--- src/shared/optlink_pkg.sv ---
/*
 * Constants shared by the parallel optical link controller and its lane monitor.
 * Assumes a 100 MHz system clock and the twelve-lane transmitter/receiver pair outside.
 */
package optlink_pkg;

	// ==========================================================================
	// Link geometry
	localparam int          LANES          = 12;
	localparam int          DISP_W         = 12;
	localparam int          RATE_W         = 12;

	// ==========================================================================
	// Rates
	localparam int          CLK_MHZ        = 100;
	localparam logic [11:0] MAX_RATE_MBPS  = 12'h0640;
	localparam logic [2:0]  RX_DISP_FACTOR = 3'h3;
	localparam logic [7:0]  BIT_DIV        = 8'h04;
	localparam logic [11:0] RATE_RESET     = 12'h0640;

	// ==========================================================================
	// Power-up reset hold
	localparam int          POR_HOLD_US    = 10;
	localparam int          POR_HOLD_CYC   = POR_HOLD_US * CLK_MHZ;
	localparam int          POR_CNT_W      = 11;

	// ==========================================================================
	// Reset values of the control pins
	localparam logic        SIGDET_EN_RST  = 1'b1;
	localparam logic        RX_OE_RST      = 1'b0;

	// ==========================================================================
	// Power sequencing states
	typedef enum logic [1:0] {
		PWR_OFF  = 2'b00,
		PWR_HOLD = 2'b01,
		PWR_RUN  = 2'b10
	} pwr_state_e;

endpackage

--- src/hdl/lane_disparity.sv ---
/*
 * Per-lane disparity tracker for the transmit stream.
 * Assumes one bit per bit_en pulse and a synchronous active-low reset.
 */
module lane_disparity (
	// Clock and reset
	input  wire logic                             clk,
	input  wire logic                             resetn,
	// Bit stream
	input  wire logic                             bit_en,
	input  wire logic                             bit_val,
	input  wire logic                             clear,
	// Result
	output logic [optlink_pkg::DISP_W-1:0]        disp_max
);

	// ==========================================================================
	// Best-start excess counters
	// Tracking the largest excess of ones and of zeros from the best start
	// gives the peak running disparity over every start point in one pass.
	logic [optlink_pkg::DISP_W-1:0] ones_reg;
	logic [optlink_pkg::DISP_W-1:0] zeros_reg;
	logic [optlink_pkg::DISP_W-1:0] ones_next;
	logic [optlink_pkg::DISP_W-1:0] zeros_next;
	logic [optlink_pkg::DISP_W-1:0] peak_reg;
	logic [optlink_pkg::DISP_W-1:0] sat;

	assign sat = {optlink_pkg::DISP_W{1'b1}};

	always_comb begin
		ones_next  = ones_reg;
		zeros_next = zeros_reg;
		if (bit_val) begin
			ones_next  = (ones_reg == sat) ? sat : ones_reg + 1'b1;
			zeros_next = (zeros_reg == '0) ? '0 : zeros_reg - 1'b1;
		end else begin
			zeros_next = (zeros_reg == sat) ? sat : zeros_reg + 1'b1;
			ones_next  = (ones_reg == '0) ? '0 : ones_reg - 1'b1;
		end
	end

	always_ff @(posedge clk) begin
		if (!resetn || clear) begin
			ones_reg  <= '0;
			zeros_reg <= '0;
		end else if (bit_en) begin
			ones_reg  <= ones_next;
			zeros_reg <= zeros_next;
		end
	end

	always_ff @(posedge clk) begin
		if (!resetn || clear) begin
			peak_reg <= '0;
		end else if (bit_en) begin
			if (ones_next > peak_reg && ones_next >= zeros_next) begin
				peak_reg <= ones_next;
			end else if (zeros_next > peak_reg) begin
				peak_reg <= zeros_next;
			end
		end
	end

	assign disp_max = peak_reg;

endmodule

--- src/hdl/optlink_host.sv ---
/*
 * Host-side controller for a twelve-lane parallel optical transmitter and receiver pair.
 * Assumes the device pins are driven and sampled by this module at 100 MHz, with
 * one lane bit per divider pulse; pins from the device are asynchronous.
 */
module optlink_host (
	// Clock and reset
	input  wire logic                                   clk,
	input  wire logic                                   resetn,
	// User control
	input  wire logic                                   supply_good,
	input  wire logic                                   link_reset_req,
	input  wire logic [optlink_pkg::LANES-1:0]          lane_unused,
	input  wire logic [optlink_pkg::RATE_W-1:0]         line_rate,
	input  wire logic                                   sigdet_on,
	input  wire logic                                   rx_on,
	input  wire logic                                   disp_clear,
	// User transmit data
	input  wire logic [optlink_pkg::LANES-1:0]          tx_word,
	output logic                                        tx_take,
	// User receive data and status
	output logic [optlink_pkg::LANES-1:0]               rx_word,
	output logic                                        rx_word_valid,
	output logic                                        laser_ok,
	output logic                                        signal_ch1,
	output logic                                        signal_ch12,
	output logic                                        rate_too_high,
	output logic [optlink_pkg::LANES-1:0]               lane_rate_low,
	output logic                                        link_running,
	// Device pins
	output logic [optlink_pkg::LANES-1:0]               tx_lane,
	output logic                                        dev_reset_n,
	output logic                                        sigdet_enable,
	output logic                                        rx_output_enable,
	input  wire logic [optlink_pkg::LANES-1:0]          rx_lane,
	input  wire logic                                   laser_ctrl_ok,
	input  wire logic                                   sig_present_ch1,
	input  wire logic                                   sig_present_ch12_n
);

	localparam int NSYNC = optlink_pkg::LANES + 4;

	// ==========================================================================
	// Input synchronisers
	// Three stages per pin; a change is accepted only when the second and third
	// stages agree, so a metastable first stage never reaches the logic.
	logic [NSYNC-1:0] pin_raw;
	logic [NSYNC-1:0] s1_reg;
	logic [NSYNC-1:0] s2_reg;
	logic [NSYNC-1:0] s3_reg;
	logic [NSYNC-1:0] pin_reg;

	assign pin_raw = {supply_good, sig_present_ch12_n, sig_present_ch1, laser_ctrl_ok,
		rx_lane};

	genvar g;
	generate
		for (g = 0; g < NSYNC; g++) begin : g_sync
			always_ff @(posedge clk) begin
				if (!resetn) begin
					s1_reg[g]  <= 1'b0;
					s2_reg[g]  <= 1'b0;
					s3_reg[g]  <= 1'b0;
					pin_reg[g] <= 1'b0;
				end else begin
					s1_reg[g] <= pin_raw[g];
					s2_reg[g] <= s1_reg[g];
					s3_reg[g] <= s2_reg[g];
					if (s2_reg[g] == s3_reg[g]) begin
						pin_reg[g] <= s3_reg[g];
					end
				end
			end
		end
	endgenerate

	logic [optlink_pkg::LANES-1:0] rx_clean;
	logic                          lcu_clean;
	logic                          sd1_clean;
	logic                          sig_present_ch12_n_n_clean;
	logic                          supply_clean;

	assign rx_clean     = pin_reg[optlink_pkg::LANES-1:0];
	assign lcu_clean    = pin_reg[optlink_pkg::LANES];
	assign sd1_clean    = pin_reg[optlink_pkg::LANES+1];
	assign sig_present_ch12_n_n_clean = pin_reg[optlink_pkg::LANES+2];
	assign supply_clean = pin_reg[optlink_pkg::LANES+3];

	// ==========================================================================
	// Bit-rate divider
	logic [7:0] div_reg;
	logic       bit_en;

	assign bit_en = (div_reg == optlink_pkg::BIT_DIV - 8'h01);

	always_ff @(posedge clk) begin
		if (!resetn || bit_en) begin
			div_reg <= 8'h00;
		end else begin
			div_reg <= div_reg + 8'h01;
		end
	end

	// ==========================================================================
	// Power sequencing
	// The device reset is held low until the supply is good and has stayed good
	// for the hold time, so the laser driver never starts on a sagging rail.
	optlink_pkg::pwr_state_e          pwr_reg;
	logic [optlink_pkg::POR_CNT_W-1:0] por_cnt_reg;
	logic                             running;

	assign running = (pwr_reg == optlink_pkg::PWR_RUN);

	always_ff @(posedge clk) begin
		if (!resetn) begin
			pwr_reg     <= optlink_pkg::PWR_OFF;
			por_cnt_reg <= '0;
		end else if (!supply_clean || link_reset_req) begin
			pwr_reg     <= optlink_pkg::PWR_OFF;
			por_cnt_reg <= '0;
		end else begin
			unique case (pwr_reg)
				optlink_pkg::PWR_OFF: begin
					pwr_reg     <= optlink_pkg::PWR_HOLD;
					por_cnt_reg <= '0;
				end
				optlink_pkg::PWR_HOLD: begin
					if (por_cnt_reg ==
						optlink_pkg::POR_CNT_W'(optlink_pkg::POR_HOLD_CYC - 1)) begin
						pwr_reg <= optlink_pkg::PWR_RUN;
					end else begin
						por_cnt_reg <= por_cnt_reg + 1'b1;
					end
				end
				optlink_pkg::PWR_RUN: begin
					pwr_reg <= optlink_pkg::PWR_RUN;
				end
				default: begin
					pwr_reg <= optlink_pkg::PWR_OFF;
				end
			endcase
		end
	end

	always_ff @(posedge clk) begin
		if (!resetn) begin
			dev_reset_n  <= 1'b0;
			link_running <= 1'b0;
		end else begin
			dev_reset_n  <= running;
			link_running <= running;
		end
	end

	// ==========================================================================
	// Transmit lanes
	// Unused lanes idle high so the device alerter shuts them off and saves
	// supply current; active lanes idle low while the link is held in reset.
	always_ff @(posedge clk) begin
		if (!resetn) begin
			tx_lane <= '0;
			tx_take <= 1'b0;
		end else begin
			tx_take <= bit_en && running;
			if (!running) begin
				tx_lane <= lane_unused;
			end else if (bit_en) begin
				tx_lane <= tx_word | lane_unused;
			end
		end
	end

	// ==========================================================================
	// Disparity and line-rate checks
	logic [optlink_pkg::DISP_W-1:0] disp [optlink_pkg::LANES];

	generate
		for (g = 0; g < optlink_pkg::LANES; g++) begin : g_lane
			lane_disparity u_disp (
				.clk     (clk),
				.resetn  (resetn),
				.bit_en  (bit_en && running && !lane_unused[g]),
				.bit_val (tx_word[g]),
				.clear   (disp_clear),
				.disp_max(disp[g])
			);

			// The receiver bound of eight times D dominates the transmitter bound of D.
			logic [optlink_pkg::DISP_W+2:0] min_rate;

			assign min_rate = {disp[g], 3'b000};

			always_ff @(posedge clk) begin
				if (!resetn) begin
					lane_rate_low[g] <= 1'b0;
				end else begin
					lane_rate_low[g] <= (min_rate > {3'b000, line_rate}) ||
						(disp[g] > line_rate);
				end
			end
		end
	endgenerate

	always_ff @(posedge clk) begin
		if (!resetn) begin
			rate_too_high <= 1'b0;
		end else begin
			rate_too_high <= (line_rate > optlink_pkg::MAX_RATE_MBPS);
		end
	end

	// ==========================================================================
	// Receiver control and status
	always_ff @(posedge clk) begin
		if (!resetn) begin
			sigdet_enable    <= optlink_pkg::SIGDET_EN_RST;
			rx_output_enable <= optlink_pkg::RX_OE_RST;
		end else begin
			sigdet_enable    <= sigdet_on;
			rx_output_enable <= rx_on && running;
		end
	end

	always_ff @(posedge clk) begin
		if (!resetn) begin
			rx_word       <= '0;
			rx_word_valid <= 1'b0;
			laser_ok      <= 1'b0;
			signal_ch1    <= 1'b0;
			signal_ch12   <= 1'b0;
		end else begin
			rx_word_valid <= bit_en && running && rx_output_enable;
			if (bit_en) begin
				rx_word <= rx_clean;
			end
			laser_ok    <= lcu_clean && running;
			signal_ch1  <= sd1_clean;
			signal_ch12 <= !sig_present_ch12_n_n_clean;
		end
	end

endmodule

--- config.mk ---
export PLATFORM = sky130hd
export DESIGN_NAME = optlink_host
export DESIGN_NICKNAME = d
export VERILOG_FILES = /design/src/shared/optlink_pkg.sv /design/src/hdl/lane_disparity.sv /design/src/hdl/optlink_host.sv
export SDC_FILE = /design/constraint.sdc
export NUM_CORES = 2
export LEC_CHECK = 0
export BUFFER_PORTS_ARGS = -buffer_cell sky130_fd_sc_hd__buf_2
export CAP_MARGIN = 20
export CORE_MARGIN = 1
export CORE_UTILIZATION = 36
export DETAILED_ROUTE_END_ITERATION = 8
export PLACE_DENSITY = 0.48
export SYNTH_ARGS = -nofsm -noshare
export SYNTH_HDL_FRONTEND = slang
export SYNTH_SLANG_ARGS = --single-unit
--- constraint.sdc ---
create_clock -name clk -period 6 [get_ports clk]
set_input_delay 0.6 -clock clk [delete_from_list [all_inputs] [get_ports clk]]
set_output_delay 0.6 -clock clk [all_outputs]
set_load 0.01 [all_outputs]
==> results.cfg <==
[floorplanning]
io_pins = 104
die_height_um = 380
die_x_um = 380
floorplan.initialDensity = 0.363
floorplan.die_area_um2 = 144000
coreArea_um2 = 142000
number_of_core_rows = 138

[run_status]
outcome = complete, no violations

[route]
drt-pass1-iter-count = 6
vias_per_cell = 5.72
wirelength_per_cell_um = 19.2
remaining_drc_errors = 0
ant_nets = 0
detail_route.iter0.violations = 3601
post_route_wl_um = 169000
routed-via-count = 50400

[power]
cellLeakagePower_uw = 0.0235
worst_ir_drop_vdd_v = 0.000211
power-per-cell-area_nw_per_um2 = 179

[sta]
fmax_mhz = 198
final.setup.tns_ns = 0
timing.slew.headroom = 0.262
period_minus_slack_ns = 5.05
post-route-period-util = 0.842
rsz0062_at_grt = false
drv_slew = 0
worst_pin_slew_ns = 1.10
setup_violating_endpoint_count_in_the_final_report = 0
fin_skew_ns = 0.0409
final_hold_viol_count = 0

[logic_synthesis]
synth.yosys.seq_area_share = 0.219
number_of_enable_flip_flop_cells_after_synthesis = 0
syn-instance-count = 6920
ys.warnings.count = 0
ys_async_sr_fraction = 0
synth_cell_type_count = 124
synth_nets = 7707
post_synth.cell_area_avg_um2 = 7.42
ys_ff_latch = 562
yosys_most_used_dff = sky130_fd_sc_hd__dfxtp_1
syn-cell-area_um2 = 51300

[clock_network]
cts.root.buffer_cell = sky130_fd_sc_hd__clkbuf_16
cts.hold.buffers_added = 0
cts_inserted_buffers = 79
tritoncts = built
ctsHtreeMaxLevel = 3
worstSkewPairLatency_ns = 0.70
clock_tree_buf_depth = 3
cts-resized-gates = 0
post_cts.repair.setup_buffers = 0
clk_transition_reported_paths_ns = 0.06
clock_sinks = 562

[critical_path]
critical-path-slowest-cell = sky130_fd_sc_hd__or4b_2
worstPathMaxFanout = 11
critPathRequiredTime_ns = 6.58
worst_ep_arrival_time_ns = 5.63
critPathMostFrequentCell = sky130_fd_sc_hd__or4_4
critical-path-top-delay-family = simple AND/OR/NAND/NOR gates
critical_path.cell_chain = or4_4, or4_4, or4b_2, nor3_1, nor2_1, inv_1, ha_1, o2111ai_1, o21ai_0, a41o_1, maj3_2, and4bb_1, a311oi_2, a311oi_1, a211oi_1
cpPeakStageDelay_ns = 0.64
critical_path_class = flip-flop to flip-flop
regToRegSetupSlack_ns = 0.95
timing.critical_path.to_type = flip-flop
cp.buffers_inverters = 1
crit_path_start_kind = flip-flop

[placed_design]
postPlaceCellArea_um2 = 53700
dp_hpwl_um = 124000
gpl.final_weighted_congestion = 0.884
numPortBuffers = 103

[global_route]
gr-total-overflow = 0
grt_antenna_before_repair = 9
global_route.usage.total = 0.228
grt_first_pass_wirelength_um = 269000
grt_max_degree = 133
grt_pass1_vias = 47300

[cells_and_area]
layout-drive-gt1-share = 0.0774
layout.nets = 7646
final_design_area_no_fill_um2 = 56500
synthToLayoutAreaGrowth_pct = 10.1
most_common_library_cell_in_the_layout_ignoring_fill_and_taps = sky130_fd_sc_hd__nand2_1
final_cell_mix = 807 x sky130_fd_sc_hd__nand2_1, 728 x sky130_fd_sc_hd__ha_1, 667 x sky130_fd_sc_hd__a21oi_1, 562 x sky130_fd_sc_hd__dfxtp_1, 544 x sky130_fd_sc_hd__nor2_1

[hold_path]
hp-class = input pin to flip-flop

[job]
drv_cap = 0
[final cells by class]
cell class	count	area (µm²)
multi-input cells	5534	36900
clock inverters	30	455
well taps	1890	2360
clock buffers	114	2260
inverters	436	1640
fillers	14800	85100
diodes	3	7.51
repair buffers	246	1630
flip-flops and latches	562	11300
[metal layers]
layer | track usage | share of wire
met1 | 0.316 | 0.48
met2 | 0.369 | 0.45
met3 | 0.0237 | 0.048
met4 | 0.0684 | 0.026
met5 | 0 | 0
[power by group]
| group | internal (µW) | switching, µW |
|---|---|---|
| combinational | 518 | 905 |
| clock | 2870 | 2040 |
| sequential | 3750 | 11.4 |
| total | 7140 | 2950 |
[final timing paths]
check                                 end  cells after the start                     startpoint
max          g_lane[5].u_disp.disp_max[1]                     15  g_lane[5].u_disp.zeros_reg[4]
min                         sigdet_enable                      2                      sigdet_on
max reg2reg  g_lane[5].u_disp.disp_max[1]                     15  g_lane[5].u_disp.zeros_reg[4]
min reg2reg                     s2_reg[3]                      1                      s1_reg[3]
[synth_stat cells (25+ instances only)]
| library cell | instances | area, µm² |
|---|---|---|
| sky130_fd_sc_hd__nand2_1 | 808 | 3030 |
| sky130_fd_sc_hd__ha_1 | 729 | 9120 |
| sky130_fd_sc_hd__a21oi_1 | 667 | 3340 |
| sky130_fd_sc_hd__dfxtp_1 | 562 | 11300 |
| sky130_fd_sc_hd__nor2_1 | 546 | 2050 |
| sky130_fd_sc_hd__inv_1 | 432 | 1620 |
| sky130_fd_sc_hd__o21ai_0 | 360 | 1800 |
| sky130_fd_sc_hd__clkbuf_1 | 317 | 1190 |
| sky130_fd_sc_hd__nand3_1 | 229 | 1150 |
| sky130_fd_sc_hd__nor3_1 | 226 | 1130 |
| sky130_fd_sc_hd__nand4_1 | 203 | 1270 |
| sky130_fd_sc_hd__a21o_1 | 199 | 1490 |
| sky130_fd_sc_hd__a211oi_1 | 164 | 1230 |
| sky130_fd_sc_hd__mux2i_1 | 105 | 1050 |
| sky130_fd_sc_hd__and2_1 | 94 | 588 |
| sky130_fd_sc_hd__and3_1 | 87 | 544 |
| sky130_fd_sc_hd__nand2b_1 | 80 | 500 |
| sky130_fd_sc_hd__nor2b_1 | 78 | 488 |
| sky130_fd_sc_hd__nor4_1 | 59 | 369 |
| sky130_fd_sc_hd__o21a_1 | 50 | 375 |
| sky130_fd_sc_hd__a31oi_1 | 45 | 282 |
| sky130_fd_sc_hd__o211ai_1 | 45 | 338 |
| sky130_fd_sc_hd__or2_2 | 44 | 275 |
| sky130_fd_sc_hd__or3_1 | 43 | 269 |
| sky130_fd_sc_hd__o22ai_1 | 40 | 250 |
| sky130_fd_sc_hd__xor2_1 | 39 | 342 |
| sky130_fd_sc_hd__buf_2 | 38 | 190 |
| sky130_fd_sc_hd__and4_1 | 34 | 298 |
| sky130_fd_sc_hd__o221ai_1 | 31 | 272 |
| sky130_fd_sc_hd__o31ai_1 | 29 | 218 |
| sky130_fd_sc_hd__a221oi_1 | 26 | 228 |
| sky130_fd_sc_hd__a41oi_1 | 26 | 228 |
| sky130_fd_sc_hd__xnor2_1 | 26 | 228 |
| sky130_fd_sc_hd__mux2_2 | 25 | 282 |
[metrics by stage]
step | hold slack, ns | util | worst slack [ns] | cells | total power, µW
after floorplan | 0.409 | - | 1.52 | 6920 | 4820
after CTS | 0.0148 | 0.399 | 0.934 | 8809 | 10300
after global placement | 0.414 | 0.379 | 0.966 | 8664 | 5250
after detailed placement | 0.419 | 0.380 | 0.970 | 8665 | 5260
after global routing | 0.0432 | 0.399 | 0.479 | 8813 | 10600
final | 0.0796 | 0.399 | 0.949 | 8815 | 10100
[cell families (layout without fill, tap and decap cells)]
kind of cell,after synthesis,in the layout,synth area share
xor+xnor,65,65,0.0111
buf+inv,824,826,0.0628
mux,134,134,0.0269
simple gates,2656,2656,0.256
fa+ha+maj,734,734,0.179
flops,562,562,0.219
other cells,0,3,0
compound gates,1945,1945,0.245
Note: power is estimated with default switching activity, not from simulation.
